File: src/rtl/atsc_consts.svh
// Constants of the test slave controller: offsets, fields, codes, resets.
// Assumes inclusion by bare name, also from the testbench, which sits in another folder.
`ifndef ATSC_CONSTS_SVH
`define ATSC_CONSTS_SVH

////////////////////////////////////////////////////////////////////////////////
// Window and decode
`define ATSC_OFS_W          12
`define ATSC_OFS_STATE      12'h000
`define ATSC_LOC_LO         2
`define ATSC_LOC_HI         10
`define ATSC_LOC_N          9

// One-hot location bits within the offset
`define ATSC_BIT_COPROC_DATA_IN_DRIVE      10
`define ATSC_BIT_INPUTS     9
`define ATSC_BIT_DIN        8
`define ATSC_BIT_DOUT       7
`define ATSC_BIT_COPROC_DATA_OUT_SAMPLE     6
`define ATSC_BIT_COPROC_INSTR_SAMPLE       5
`define ATSC_BIT_STAT1      4
`define ATSC_BIT_STAT2      3
`define ATSC_BIT_ADDRESS_OUT_SAMPLE       2

////////////////////////////////////////////////////////////////////////////////
// Mode codes written to the state location
`define ATSC_CODE_EXIT      3'h0
`define ATSC_CODE_FUNC      3'h1
`define ATSC_CODE_TAGRAM    3'h2
`define ATSC_CODE_IMMU      3'h3
`define ATSC_CODE_DMMU      3'h4
`define ATSC_CODE_ICACHE    3'h5
`define ATSC_CODE_DCACHE    3'h6
`define ATSC_CODE_TOP       29'h0000000

////////////////////////////////////////////////////////////////////////////////
// Packed input word: bits 25:20 carry no signal
`define ATSC_INP_ZERO_MASK  32'h03F00000

// Status words
`define ATSC_STAT1_W        22
`define ATSC_ST2_IR_LO      25
`define ATSC_ST2_TAP_LO     14
`define ATSC_ST2_MID_LO     18
`define ATSC_ST2_HI_LO      29

// ASB transfer type and reset values
`define ATSC_BTRAN_ADDR     1
`define ATSC_RST_WORD       32'h00000000

`endif

File: src/rtl/atsc_pkg.sv
// Types of the test slave controller.
// Assumes no other package; constants live in the consts header.
package atsc_pkg;

  typedef enum logic [2:0] {
    ATSC_EXIT,
    ATSC_FUNC,
    ATSC_TAGRAM,
    ATSC_IMMU,
    ATSC_DMMU,
    ATSC_ICACHE,
    ATSC_DCACHE
  } atsc_mode_t;

endpackage : atsc_pkg

File: src/rtl/atsc_top.sv
// ASB test slave controller: test mode selection and functional test access.
// Assumes dsel comes from the system decoder and ba is already window-relative
// in its low twelve bits; the core steps on core_step while in functional test.
`include "atsc_consts.svh"

module atsc_top (
  // Clock and reset
  input  wire logic        sys_clk,
  input  wire logic        srst,
  // ASB slave side
  input  wire logic        dsel,
  input  wire logic [31:0] ba,
  input  wire logic [1:0]  btran,
  input  wire logic        bwrite,
  input  wire logic [31:0] bd_in,
  output logic      [31:0] bd_out,
  output logic             bd_oe,
  output logic             bwait,
  output logic             berror,
  output logic             blast,
  // Normal pin side of the core
  input  wire logic [31:0] pin_inputs,
  input  wire logic [31:0] pin_din,
  input  wire logic [31:0] pin_coproc_data_in_drive,
  // Core input side
  output logic      [31:0] core_inputs,
  output logic      [31:0] core_din,
  output logic      [31:0] core_coproc_data_in_drive,
  output logic             core_out_drive_en,
  output logic             core_step,
  output logic             test_functional,
  output logic      [2:0]  test_mode,
  // Core observed outputs
  input  wire logic [31:0] core_dout,
  input  wire logic [31:0] core_coproc_data_out_sample,
  input  wire logic [31:0] core_coproc_instr_sample,
  input  wire logic [21:0] core_status_first_in,
  input  wire logic [2:0]  core_dbg_hi,
  input  wire logic [3:0]  instr_register_bits,
  input  wire logic [6:0]  core_range_scan,
  input  wire logic [3:0]  tap_state_bits,
  input  wire logic [13:0] core_dbg_lo,
  input  wire logic [31:0] address_out_sample
);

  //////////////////////////////////////////////////////////////////////////////
  // Decode helpers

  function automatic logic [`ATSC_LOC_N-1:0] loc_decode(input logic [11:0] ofs);
    loc_decode = ofs[`ATSC_LOC_HI:`ATSC_LOC_LO];
  endfunction : loc_decode

  function automatic logic code_valid(input logic [31:0] wd);
    code_valid = (wd[31:3] == `ATSC_CODE_TOP) && (wd[2:0] <= `ATSC_CODE_DCACHE);
  endfunction : code_valid

  function automatic atsc_pkg::atsc_mode_t code_to_mode(input logic [2:0] code);
    atsc_pkg::atsc_mode_t m;
    m = atsc_pkg::ATSC_EXIT;
    case (code)
      `ATSC_CODE_FUNC:   m = atsc_pkg::ATSC_FUNC;
      `ATSC_CODE_TAGRAM: m = atsc_pkg::ATSC_TAGRAM;
      `ATSC_CODE_IMMU:   m = atsc_pkg::ATSC_IMMU;
      `ATSC_CODE_DMMU:   m = atsc_pkg::ATSC_DMMU;
      `ATSC_CODE_ICACHE: m = atsc_pkg::ATSC_ICACHE;
      `ATSC_CODE_DCACHE: m = atsc_pkg::ATSC_DCACHE;
      default:           m = atsc_pkg::ATSC_EXIT;
    endcase
    code_to_mode = m;
  endfunction : code_to_mode

  //////////////////////////////////////////////////////////////////////////////
  // State

  atsc_pkg::atsc_mode_t mode_ff;
  atsc_pkg::atsc_mode_t nxt_mode;

  logic                  dph_ff;
  logic                  dph_wr_ff;
  logic [`ATSC_OFS_W-1:0] dph_ofs_ff;
  logic                  dph_err_ff;
  logic [31:0]           rdata_ff;
  logic [31:0]           nxt_rdata;
  logic [31:0]           coproc_data_in_drive_ff;
  logic [31:0]           inputs_ff;
  logic [31:0]           din_ff;
  logic                  pend_ff;
  logic                  nxt_pend;
  logic                  step_ff;

  //////////////////////////////////////////////////////////////////////////////
  // Address phase

  // Only the low twelve bits matter; the decoder has already matched the base
  wire logic [`ATSC_OFS_W-1:0] ap_ofs   = ba[`ATSC_OFS_W-1:0];
  wire logic                   ap_take  = dsel && btran[`ATSC_BTRAN_ADDR];
  wire logic                   ap_unal  = (ba[1:0] != 2'h0);
  wire logic                   is_func  = (mode_ff == atsc_pkg::ATSC_FUNC);
  wire logic [`ATSC_LOC_N-1:0] ap_loc   = loc_decode(ap_ofs);

  //////////////////////////////////////////////////////////////////////////////
  // Observed word assembly

  // Upper ten bits carry no signal
  wire logic [31:0] stat1_word = {{(32-`ATSC_STAT1_W){1'b0}},
                                  core_status_first_in};
  wire logic [31:0] stat2_word = {core_dbg_hi, instr_register_bits,
                                  core_range_scan, tap_state_bits,
                                  core_dbg_lo};

  // Read sources in location-bit order 2..7; nothing else is reachable
  wire logic [31:0] rd_src [0:5];
  assign rd_src[0] = address_out_sample;
  assign rd_src[1] = stat2_word;
  assign rd_src[2] = stat1_word;
  assign rd_src[3] = core_coproc_instr_sample;
  assign rd_src[4] = core_coproc_data_out_sample;
  assign rd_src[5] = core_dout;

  // AND-OR select; several bits set merges their words, as the tester asked
  wire logic [31:0] rd_term [0:5];
  genvar gi;
  generate
    for (gi = 0; gi < 6; gi = gi + 1) begin : g_rd
      assign rd_term[gi] = rd_src[gi] & {32{ap_loc[gi]}};
    end
  endgenerate

  wire logic [31:0] rd_func = rd_term[0] | rd_term[1] | rd_term[2] |
                              rd_term[3] | rd_term[4] | rd_term[5];

  // Other test modes are outside this block and read as zero
  always_comb begin
    nxt_rdata = `ATSC_RST_WORD;
    if (ap_take && !bwrite && !ap_unal && is_func) begin
      nxt_rdata = rd_func;
    end
  end

  //////////////////////////////////////////////////////////////////////////////
  // Data phase write decode

  wire logic [`ATSC_LOC_N-1:0] dp_loc   = loc_decode(dph_ofs_ff);
  wire logic dp_wr_ok    = dph_ff && dph_wr_ff && !dph_err_ff;
  wire logic dp_state_wr = dp_wr_ok && (dph_ofs_ff == `ATSC_OFS_STATE);
  wire logic dp_func_wr  = dp_wr_ok && is_func;
  wire logic wr_coproc_data_in_drive    = dp_func_wr && dp_loc[`ATSC_BIT_COPROC_DATA_IN_DRIVE-`ATSC_LOC_LO];
  wire logic wr_inputs   = dp_func_wr && dp_loc[`ATSC_BIT_INPUTS-`ATSC_LOC_LO];
  wire logic wr_din      = dp_func_wr && dp_loc[`ATSC_BIT_DIN-`ATSC_LOC_LO];
  wire logic wr_any_in   = wr_coproc_data_in_drive || wr_inputs || wr_din;

  // Unknown codes are ignored so a stray write cannot land in an odd mode
  always_comb begin
    nxt_mode = mode_ff;
    if (dp_state_wr && code_valid(bd_in)) begin
      nxt_mode = code_to_mode(bd_in[2:0]);
    end
  end

  //////////////////////////////////////////////////////////////////////////////
  // Core stepping: one step when a write sequence ends

  wire logic seq_end = pend_ff && !wr_any_in && is_func;

  always_comb begin
    nxt_pend = pend_ff;
    if (!is_func) begin
      nxt_pend = 1'b0;
    end else if (wr_any_in) begin
      nxt_pend = 1'b1;
    end else if (seq_end) begin
      nxt_pend = 1'b0;
    end
  end

  //////////////////////////////////////////////////////////////////////////////
  // Registers

  always_ff @(posedge sys_clk) begin
    if (srst) begin
      mode_ff <= atsc_pkg::ATSC_EXIT;
    end else begin
      mode_ff <= nxt_mode;
    end
  end

  always_ff @(posedge sys_clk) begin
    if (srst) begin
      dph_ff     <= 1'b0;
      dph_wr_ff  <= 1'b0;
      dph_ofs_ff <= `ATSC_OFS_STATE;
      dph_err_ff <= 1'b0;
      rdata_ff   <= `ATSC_RST_WORD;
    end else begin
      dph_ff     <= ap_take;
      dph_wr_ff  <= ap_take && bwrite;
      dph_ofs_ff <= ap_ofs;
      dph_err_ff <= ap_take && ap_unal;
      rdata_ff   <= nxt_rdata;
    end
  end

  // Driven words survive a step so the core sees stable inputs
  always_ff @(posedge sys_clk) begin
    if (srst) begin
      coproc_data_in_drive_ff  <= `ATSC_RST_WORD;
      inputs_ff <= `ATSC_RST_WORD;
      din_ff    <= `ATSC_RST_WORD;
    end else begin
      if (wr_coproc_data_in_drive) begin
        coproc_data_in_drive_ff <= bd_in;
      end
      if (wr_inputs) begin
        inputs_ff <= bd_in & ~`ATSC_INP_ZERO_MASK;
      end
      if (wr_din) begin
        din_ff <= bd_in;
      end
    end
  end

  always_ff @(posedge sys_clk) begin
    if (srst) begin
      pend_ff <= 1'b0;
      step_ff <= 1'b0;
    end else begin
      pend_ff <= nxt_pend;
      step_ff <= seq_end;
    end
  end

  //////////////////////////////////////////////////////////////////////////////
  // Outputs

  // Zero-wait slave; last is never asserted by this slave
  assign bwait  = 1'b0;
  assign blast  = 1'b0;
  assign berror = dph_ff && dph_err_ff;
  assign bd_out = rdata_ff;
  assign bd_oe  = dph_ff && !dph_wr_ff && !dph_err_ff;

  // Outside functional test the core runs free from its own pins
  assign core_inputs       = is_func ? inputs_ff : pin_inputs;
  assign core_din          = is_func ? din_ff    : pin_din;
  assign core_coproc_data_in_drive        = is_func ? coproc_data_in_drive_ff  : pin_coproc_data_in_drive;
  assign core_out_drive_en = !is_func;
  assign core_step         = is_func ? step_ff : 1'b1;
  assign test_functional   = is_func;
  assign test_mode         = mode_ff;

endmodule : atsc_top

File: config.mk
export PLATFORM = sky130hd
export DESIGN_NAME = atsc_top
export DESIGN_NICKNAME = d
export VERILOG_FILES = /design/src/rtl/atsc_pkg.sv /design/src/rtl/atsc_top.sv
export VERILOG_INCLUDE_DIRS = /design/src /design/src/rtl
export SDC_FILE = /design/constraint.sdc
export NUM_CORES = 1
export LEC_CHECK = 0
export CORE_AREA = 2 2 188 190
export CTS_CLUSTER_SIZE = 25
export DETAILED_ROUTE_END_ITERATION = 6
export DIE_AREA = 0 0 190 192
export DONT_BUFFER_PORTS = 1
export GPL_ROUTABILITY_DRIVEN = 0
export HOLD_SLACK_MARGIN = 0.05
export PLACE_DENSITY = 0.41
export REMOVE_ABC_BUFFERS = 1
export SYNTH_ARGS = -nofsm -noshare
export SYNTH_HDL_FRONTEND = slang
export SYNTH_SLANG_ARGS = --single-unit
File: constraint.sdc
create_clock -name sys_clk -period 2.2 [get_ports sys_clk]
set_input_delay 0.33 -clock sys_clk [delete_from_list [all_inputs] [get_ports sys_clk]]
set_output_delay 0.33 -clock sys_clk [all_outputs]
set_load 0.02 [all_outputs]
## After elaboration in Yosys (flattened, before gate mapping)

Index checks and enable logic that the tools add are counted.
Widths: inputs -> output; s select.

| operators by class | value |
|---|---|
| order comparisons | 1 |
| eq/ne operators | 7 |
| muxes and demuxes | 7 |
| bitwise operators | 13 |
| reduce and logical (&&, ||, !) cells | 34 |

Operators by type and width:

| operator | number |
|---|---|
| $and 32x32->32 | 5 |
| $or 32x32->32 | 5 |
| $mux 32 | 3 |
| $and 22x32->32 | 1 |
| $logic_not 29->1 | 1 |
| $logic_and 1x1->1 | 20 |
| $pmux 3 s6 | 1 |
| $logic_not 12->1 | 1 |
| $eq 3x3->1 const B | 3 |
| $eq 3x1->1 const B | 2 |
| $eq 3x2->1 const B | 2 |
| $logic_not 1->1 | 6 |
| $reduce_bool 2->1 | 2 |
| $reduce_or 2->1 | 2 |
| $le 3x3->1 const B | 1 |
| $mux 1 | 3 |
| $logic_or 1x1->1 | 2 |
| $not 1->1 | 2 |

| word-level totals | value |
|---|---|
| flip-flop bits (word level) | 142 |
| input port bits | 348 |
| output and inout port bits | 138 |
| word-level logic and storage cells | 73 |

## Logic depth before layout (Yosys ltp)

Gate-level depths: netlist (run 1).

| depth | value |
|---|---|
| depth after elaboration | 11 |
| mapped depth | 7 |
| gate-level depth less buffers | 5 |

## Worst setup path before layout (run 1)

No wires, ideal clock.

| timing path | value |
|---|---|
| path type | register -> output |
| from | register mode_ff[0], in the netlist test_mode[0] |
| to | output core_coproc_data_in_drive[10] |
| arrival | 1.643 ns |
| data required time | 1.870 ns |
| path slack | 0.227 ns |
| stages on the path, launching flop included | 6 |
| buffers on the path | 2 |
| cells stage by stage | dfxtp_1 > nor3b_2 > clkbuf_1 > clkbuf_1 > nand2_1 > nand2_1 |

| between the ends | value |
|---|---|
| word-level cells in the longest chain between the ends | 2 |

RTL lines:

| what | RTL line | source |
|---|---|---|
| start: declaration | atsc_top.sv:75 | `atsc_pkg::atsc_mode_t mode_ff;` |
| start signal: assignment | atsc_top.sv:181 | `mode_ff <= atsc_pkg::ATSC_EXIT;` |
| start signal: assignment | atsc_top.sv:183 | `mode_ff <= nxt_mode;` |
| $eq 3x1->1 | atsc_top.sv:98 | `wire logic is_func = (mode_ff == atsc_pkg::ATSC_FUNC);` |
| $mux 32 | atsc_top.sv:245 | `assign core_coproc_data_in_drive = is_func ? coproc_data_in_drive_ff : pin_coproc_data_in_drive;` |
| end: declaration | atsc_top.sv:28 | `output logic [31:0] core_coproc_data_in_drive,` |

Every way passes these cells.

## Worst setup path after layout (run 1)

| timing path | value |
|---|---|
| from | register mode_ff[0], in the netlist test_mode[0] |
| to | output core_din[6] |

| between the ends | value |
|---|---|
| word-level cells in the longest chain between the ends | 2 |

RTL lines:

| what | RTL line | source |
|---|---|---|
| $eq 3x1->1 | atsc_top.sv:98 |  |
| $mux 32 | atsc_top.sv:244 | `assign core_din = is_func ? din_ff : pin_din;` |
| end: declaration | atsc_top.sv:27 | `output logic [31:0] core_din,` |

Every way passes these cells.

==> results of run 1 <==
## worst paths after layout
kind	startpoint	endpoint	slack, ns	depth (start not counted)
min reg2reg	pend_ff$_SDFFE_PP0P_	step_ff$_SDFF_PP0_	0.42	2
max	test_mode[0]$_SDFFE_PP0P_	core_din[6]	0.10	5
max reg2reg	test_mode[0]$_SDFFE_PP0P_	inputs_ff[29]$_SDFFE_PP0P_	0.22	7
min	bd_in[0]	test_mode[0]$_SDFFE_PP0P_	0.07	2
## metrics by stage
step / setup TNS (ns) / hold WS, ns / setup WS, ns
global placement: 0 / 0.4077 / 0.2615
global route: -0.1501 / 0.05339 / -0.01806
CTS: 0 / 0.05059 / 0.003319
finish: 0 / 0.07314 / 0.1030
detailed placement: 0 / 0.4139 / 0.2529
floorplan: -793.66 / 0.3991 / -4.140
## logic make-up after synthesis
family	share of synthesized area (%)
multiplexers	0.4551
flip-flops	43.08
buffers and inverters	5.025
other	0.05683
AO/OA/AOI/OAI	20.08
AND/OR/NAND/NOR	31.30
## area by class of cell
cell class                 count  area, um^2  share of cell area [%]
antenna                        5       12.51                  0.1494
clock buffer                  21       470.5                   5.618
clock inverter                11       130.1                   1.554
inverter                       1       6.256                 0.07470
multi-input combinational    728        3497                   41.76
sequential                   142        2843                   33.95
tap                          455       569.3                   6.798
timing repair buffer          74       845.8                   10.10
## Yosys cell counts
cell type,number,share of area (%)
nor2b_1,12,1.1
nand4_1,2,0.19
and3_1,3,0.28
o31a_1,1,0.13
or4_1,1,0.11
a21oi_1,100,7.6
nand3_1,5,0.38
nor3b_2,1,0.19
and2_1,8,0.76
nor2_1,3,0.17
nand3b_1,3,0.34
buf_4,2,0.23
o21a_1,1,0.11
nor3b_1,1,0.11
nor3_1,1,0.076
a222oi_1,10,1.5
nand2b_1,4,0.38
a31oi_1,22,2.1
clkbuf_1,62,3.5
inv_2,1,0.057
nand2_1,457,26
and3b_1,1,0.13
mux2i_1,3,0.46
buf_2,16,1.2
nor4_1,11,1.0
a22oi_1,76,8.6
dfxtp_1,142,43
conb_1,1,0.057
## layout by cell type, fill, tap and decap left out, types with 4 or more instances in the layout
cell | synthesis | final
a222oi_1 | 10 | 10
a22oi_1 | 76 | 76
a31oi_1 | 22 | 22
buf_4 | 2 | 15
buf_12 | 0 | 5
nand2_2 | 0 | 18
diode_2 | 0 | 5
nor4_1 | 11 | 11
dlygate4sd3_1 | 0 | 47
clkinvlp_4 | 0 | 4
a21oi_1 | 100 | 100
nand2b_1 | 4 | 4
nand2_1 | 457 | 439
dfxtp_1 | 142 | 142
nor2b_1 | 12 | 12
clkbuf_16 | 0 | 19
and2_1 | 8 | 8
## registers in the layout, summed over array words and instances, names as in the netlist
| name | count |
|---|---|
| step_ff | 1 |
| din_ff | 32 |
| dph_ofs_ff | 12 |
| bd_out | 32 |
| test_mode | 3 |
| coproc_data_in_drive_ff | 32 |
| pend_ff | 1 |
| dph_err_ff | 1 |
| dph_ff | 1 |
| dph_wr_ff | 1 |
| inputs_ff | 26 |
## per-layer routing
layer	routed length [um]	vias to the layer above	part of all wire (%)	GRT usage, %
met5	13	-	0.041	0
met4	628	2	2.0	4.860
met3	2133	26	6.7	4.056
met2	16390	354	51	30.31
met1	12890	3119	40	18.33
li1	-	3222	-	-
## where the power goes
group	switching, mW	internal [mW]
Sequential	0.00730	2.58
Combinational	0.327	0.185
Clock	1.28	1.77
## repair_timing
action | 4_1_cts | 5_1_grt
hold endpoints to repair | 105 | 0
setup endpoints to repair | 43 | 101
hold buffers | 48 | 0
resized for setup | 8 | 18
buffers inserted | 1 | 4
cloned | 1 | 2
## worst max-delay path, cell delays in order, from the launching register on
cell and delay, ns:
dfxtp_1 0.34, nor3b_4 0.35, inv_4 0.10, buf_16 0.21, nand2_1 0.17, nand2_1 0.17
==> impl_metrics.json, run 1 <==
{
  "syn_inst": 950,
  "coreArea_mm2": 0.03429,
  "path_class": "flip-flop to output pin",
  "dp_hpwl_um": 22380,
  "period_needed_ns": 2.097,
  "postRouteAntennaNets": 0,
  "gr-total-overflow": 0,
  "dp_cells": 1344,
  "cts.htree.levels": 4,
  "finalPower_mw": 6.154,
  "avgSynthCellArea_um2": 6.946,
  "p_per_area_mw_per_mm2": 734.9,
  "clock_latency_ns": 0.42,
  "drc": 0,
  "leakagePower_nw": 3.181,
  "syn_to_final_growth_pct": 26.91,
  "start_util_pct": 19.25,
  "viasPerCell": 4.678,
  "cts_tree": "built",
  "crit_path_max_fanout": 50,
  "setup_viol": 0,
  "placement.cell_area_mm2": 0.007076,
  "status": "finished, final reports clean",
  "die-area_mm2": 0.03648,
  "drive_gt1_share_pct": 8.495,
  "yosys_register_bits": 142,
  "finalMaxSlewViolations": 0,
  "vias": 6723,
  "max_freq_mhz": 476.9,
  "totalWireLength_um": 32060,
  "design_area_mm2": 0.008374,
  "grt_max_degree": 100,
  "drt-pass1-iter-count": 5,
  "nFillCells": 3873,
  "skew_ns": 0.01372,
  "post-route-util_pct": 24.42,
  "io_pins": 486,
  "cts_buffers": 17,
  "dr.first_iter.drc_count": 317,
  "critPathArrivalTime_ns": 1.77,
  "port_buffers": 0,
  "die_height_um": 192,
  "fin_cells": 1437,
  "worst_pin_slew_ns": 0.5684,
  "grt_pass1_vias": 6162,
  "finalCritPeriodShare_pct": 95.32,
  "hold_violations": 0,
  "worstHoldPathType": "primary input to flip-flop",
  "cts-root-buf": "clkbuf_16",
  "end_kind": "output pin",
  "crit_required_ns": 1.87,
  "drv_cap": 0,
  "grt_usage_pct": 16.33,
  "ys_warn_count": 0,
  "synth_area_mm2": 0.006599,
  "cts.path.max_buffers": 2,
  "clkSlewWorstSetupHoldPaths_ns": 0.06,
  "nets": 1312,
  "ir_drop_uv": 487.1,
  "grt_pass1_wl_um": 42580,
  "wl_per_cell_um": 22.31,
  "relSlewSlack_pct": 62.11,
  "clkSinkCount": 142,
  "crit_path_start_kind": "flip-flop",
  "antenna_found_initial": 7,
  "yosysSeqAreaShare_pct": 43.08,
  "num_rows": 68,
  "fp.dieW_um": 190,
  "ys_types": 28
}
Power figures use the tool's default switching activity.
==> inputs of run 2 (changes only) <==
clock period = 2.5 ns   (was 2.2 ns; I/O delays follow)
==> run 2 against run 1 <==
Routed wire length fell by 4.7%. Final cell count fell by 3.6%. Sequential cell count is the same. Critical path type unchanged. Non-clock buffer count is 53 lower. Register-to-register slack improved by 0.22 ns. Clock power shrank 11%.
==> impl_metrics.json, run 2 (synthesized netlist as in run 1, its figures left out) <==
{
  "critPathTopFamily": "simple AND/OR/NAND/NOR gates",
  "cp_common_cell": "nand2_1",
  "drt-pass1-iter-count": 5,
  "cts-root-buf": "clkbuf_16",
  "status": "finished, final reports clean",
  "relSlewSlack_pct": 46.04,
  "rsz0062_at_grt": "false",
  "max_freq_mhz": 431.9,
  "start_util_pct": 19.25,
  "die_height_um": 192,
  "dp_slack_ns": 0.4302,
  "cts_tree": "built",
  "clock_latency_ns": 0.42,
  "totalWireLength_um": 30540,
  "setup_viol": 0,
  "layout_common_cells": "457 x nand2_1, 142 x dfxtp_1, 100 x a21oi_1, 76 x a22oi_1, 22 x a31oi_1",
  "setup_tns_ns": 0,
  "num_rows": 68,
  "finalCritPeriodShare_pct": 92.62,
  "grt_pass1_vias": 6248,
  "cts_buffers": 17,
  "drv_cap": 0,
  "setup_slack_ns": 0.1846,
  "path_class": "flip-flop to output pin",
  "dr.first_iter.drc_count": 370,
  "fp.dieW_um": 190,
  "drive_gt1_share_pct": 5.952,
  "port_buffers": 0,
  "coreArea_mm2": 0.03429,
  "post-route-util_pct": 22.47,
  "ir_drop_uv": 423.2,
  "crit_path_start_kind": "flip-flop",
  "dp_hpwl_um": 21980,
  "finalMaxSlewViolations": 0,
  "worstHoldPathType": "primary input to flip-flop",
  "fin_cells": 1385,
  "grt_max_degree": 98,
  "nets": 1259,
  "clkSinkCount": 142,
  "worst_pin_slew_ns": 0.8068,
  "hold_violations": 0,
  "slowest_stage": "dfxtp_1",
  "cts_setup_buffers": 0,
  "crit_required_ns": 2.12,
  "wl_per_cell_um": 22.05,
  "clkSlewWorstSetupHoldPaths_ns": 0.07,
  "drc": 0,
  "postRouteAntennaNets": 0,
  "grt_usage_pct": 15.91,
  "critPathArrivalTime_ns": 1.94,
  "layout_commonest_cell": "nand2_1",
  "end_kind": "output pin",
  "viasPerCell": 4.659,
  "p_per_area_mw_per_mm2": 694.5,
  "slowest_delay_ns": 0.34,
  "crit_path_max_fanout": 45,
  "vias": 6453,
  "cts.path.max_buffers": 2,
  "gr-total-overflow": 0,
  "cts.htree.levels": 4,
  "antenna_found_initial": 9,
  "die-area_mm2": 0.03648,
  "worst-path-buf-inv": 2,
  "syn_to_final_growth_pct": 16.78,
  "period_needed_ns": 2.315,
  "dp_cells": 1341,
  "io_pins": 486,
  "finalPower_mw": 5.352,
  "worstPathCellList": "nor3b_4 -> clkbuf_16 -> buf_4 -> nand2_1 -> nand2_1",
  "leakagePower_nw": 2.907,
  "grt_pass1_wl_um": 42180,
  "skew_ns": 0.01116
}
-- run 2: changes by cell type in the layout (fill, tap and decap cells not counted), sizes merged --
cell and change:
buf -9, bufinv +1, clkbuf -3, clkinv +2
diode +1, dlygate4sd3 -43, inv -1
-- run 2: worst paths after layout --
check / start / end / slack, ns / depth (start not counted)
max reg2reg: test_mode[0]$_SDFFE_PP0P_ / din_ff[26]$_SDFFE_PP0P_ / 0.44 / 6
max: test_mode[0]$_SDFFE_PP0P_ / core_inputs[7] / 0.18 / 5
min: ba[1] / dph_err_ff$_SDFF_PP0_ / 0.08 / 1
min reg2reg: pend_ff$_SDFFE_PP0P_ / step_ff$_SDFF_PP0_ / 0.42 / 2
-- run 2: layer usage --
metal,share of wire [%],GRT usage (%)
met3,7.5,4.403
met2,50,28.23
met5,0.079,0
met1,40,18.02
met4,2.7,6.351
-- run 2: layout make-up --
class                           count  area [um^2]
Fill cell                        3882        26580
Multi-Input combinational cell    728         3448
Sequential cell                   142         2843
Tap cell                          455        569.3
Clock buffer                       19        442.9
Timing Repair Buffer               21        221.5
Clock inverter                     13        161.4
Antenna cell                        6        15.01
Inverter                            1        5.005
-- run 2: stage by stage --
stage | cell area, um^2 | hold WS (ns)
2_1_floorplan | 6275 | 0.4008
3_3_place_gp | 7003 | 0.4071
3_5_place_dp | 7003 | 0.4083
4_1_cts | 7675 | 0.05042
5_1_grt | 7706 | 0.05366
6_report | 7706 | 0.08161
-- run 2: repair_timing --
item	4_1_cts	5_1_grt
endpoints found under the hold margin	89	0
resized for setup	0	1
setup endpoints to repair	0	2
hold buffers	5	0
-- run 2: power breakdown --
group	internal, mW	total [mW]	switching, mW
clock	1.60	2.70	1.10
sequential	2.27	2.28	0.00631
combinational	0.114	0.370	0.255
==> inputs of run 3 (changes only) <==
HOLD_SLACK_MARGIN = 0.15   (was 0.05)
==> run 3 against run 2 <==
Critical path depth unchanged. Fmax fell by 5.7%. Clock skew grew 0.0010 ns. Via count increased by 7.0%. Sequential share of layout area is 3.8 points lower. Design area grew 12%. Count of clock-buffer cells in the layout unchanged. Sequential cell count stayed put. First-iteration DRC count shrank 7.8%. Non-clock buffer count rose by 89. Hold slack improved by 0.096 ns. Clock power hardly changed.
==> impl_metrics.json, run 3 (synthesized netlist as in run 1, its figures left out) <==
{
  "critPathArrivalTime_ns": 2.77,
  "setup_slack_ns": 0.04369,
  "nFillCells": 3837,
  "cts-root-buf": "clkbuf_16",
  "grt_usage_pct": 17.02,
  "cts.path.max_buffers": 2,
  "worst_pin_slew_ns": 0.7857,
  "grt_pass1_vias": 6722,
  "whs_ns": 0.1774,
  "p_per_area_mw_per_mm2": 640.4,
  "rr_worst_depth": 7,
  "dp_slack_ns": 0.4302,
  "grt_max_degree": 106,
  "clkSinkCount": 142,
  "viasPerCell": 4.686,
  "worstHoldPathType": "primary input to flip-flop",
  "drv_cap": 0,
  "start_util_pct": 19.25,
  "totalWireLength_um": 32490,
  "crit_path_max_fanout": 25,
  "die_height_um": 192,
  "layout_commonest_cell": "nand2_1",
  "skew_ns": 0.01216,
  "crit_required_ns": 2.81,
  "finalMaxSlewViolations": 0,
  "end_kind": "flip-flop",
  "clkSlewWorstSetupHoldPaths_ns": 0.07,
  "reg2reg_setup_slack_ns": 0.27,
  "port_buffers": 0,
  "setup_viol": 0,
  "gr-total-overflow": 0,
  "fp.dieW_um": 190,
  "finalCritPeriodShare_pct": 98.25,
  "cts_tree": "built",
  "antenna_found_initial": 7,
  "seqCellArea_mm2": 0.002843,
  "rsz0062_at_grt": "false",
  "syn_to_final_growth_pct": 30.32,
  "dp_hpwl_um": 21980,
  "r2r_end": "bd_out[23]$_SDFF_PP0_",
  "ir_drop_uv": 423.3,
  "max_freq_mhz": 407.1,
  "io_pins": 486,
  "design_area_mm2": 0.008600,
  "critPathLaunch": "ba[5]",
  "multi_input_area_mm2": 0.003448,
  "critPathCapture": "bd_out[26]$_SDFF_PP0_",
  "grt_pass1_wl_um": 44990,
  "crit_path_start_kind": "primary input",
  "postRouteAntennaNets": 0,
  "vias": 6907,
  "nets": 1348,
  "num_rows": 68,
  "path_class": "primary input to flip-flop",
  "cts_setup_buffers": 0,
  "clock_latency_ns": 0.42,
  "hold_violations": 0,
  "placement.cell_area_mm2": 0.007003,
  "leakagePower_nw": 3.314,
  "coreArea_mm2": 0.03429,
  "cts_buffers": 17,
  "relSlewSlack_pct": 47.62,
  "timing.rr.start": "test_mode[0]$_SDFFE_PP0P_",
  "drive_gt1_share_pct": 5.429,
  "cts.htree.levels": 4,
  "die-area_mm2": 0.03648,
  "drt-pass1-iter-count": 5,
  "layout_common_cells": "457 x nand2_1, 142 x dfxtp_1, 100 x a21oi_1, 92 x dlygate4sd3_1, 76 x a22oi_1",
  "period_needed_ns": 2.456,
  "status": "finished, final reports clean",
  "dr.first_iter.drc_count": 341,
  "drc": 0,
  "wl_per_cell_um": 22.04
}
==> run 3: layout make-up <==
| class | instances | share of cell area (%) |
|---|---|---|
| flip-flops and latches | 142 | 33.06 |
| clock buffers | 19 | 5.151 |
| well taps | 455 | 6.620 |
| diodes | 6 | 0.1746 |
| inverters | 1 | 0.05820 |
| multi-input cells | 728 | 40.10 |
| repair buffers | 110 | 12.96 |
| clock inverters | 13 | 1.877 |
==> run 3: repair_timing <==
action                     in CTS  in global routing
gates resized for setup         0                  2
hold endpoints to repair      129                  0
setup endpoints to repair       0                  3
hold buffers                   94                  0
==> run 3: routing by layer <==
| metal | track usage, % | share of wire (%) | vias to the layer above |
|---|---|---|---|
| met3 | 4.148 | 6.7 | 37 |
| li1 | - | - | 3288 |
| met1 | 19.18 | 40 | 3232 |
| met2 | 30.59 | 50 | 350 |
| met4 | 7.096 | 3.4 | 0 |
| met5 | 0 | 0 | - |
==> run 3: worst min path at each step <==
| stage | from | cells after the start | endpoint | slack [ns] |
|---|---|---|---|---|
| 2_1_floorplan | pend_ff$_SDFFE_PP0P_ | 2 | step_ff$_SDFF_PP0_ | 0.40 |
| 3_3_place_gp | pend_ff$_SDFFE_PP0P_ | 2 | step_ff$_SDFF_PP0_ | 0.41 |
| 6_report | ba[4] | 2 | bd_out[13]$_SDFF_PP0_ | 0.18 |
| 5_1_grt | ba[6] | 2 | bd_out[16]$_SDFF_PP0_ | 0.16 |
| 4_1_cts | core_dout[10] | 2 | bd_out[10]$_SDFF_PP0_ | 0.15 |
| 3_5_place_dp | pend_ff$_SDFFE_PP0P_ | 2 | step_ff$_SDFF_PP0_ | 0.41 |
==> run 3: stage by stage <==
stage	utilization, %	power [mW]	TNS (ns)	instances
2_1_floorplan	-	2.600	-731.21	871
3_3_place_gp	20.42	2.664	0	1341
3_5_place_dp	20.42	2.665	0	1341
4_1_cts	24.98	5.621	0	1467
5_1_grt	25.08	5.754	0	1474
6_report	25.08	5.507	0	1474
==> run 3: power breakdown <==
| part | internal, mW | switching [mW] | total [mW] |
|---|---|---|---|
| combinational | 0.205 | 0.317 | 0.522 |
| sequential | 2.27 | 0.00628 | 2.28 |
| clock | 1.60 | 1.10 | 2.71 |
==> run 3: critical path, cell delays in order <==
cell and delay, ns:
dlygate4sd3_1 0.79, a222oi_1 0.36, dlygate4sd3_1 0.61, a21oi_1 0.06
dlygate4sd3_1 0.56
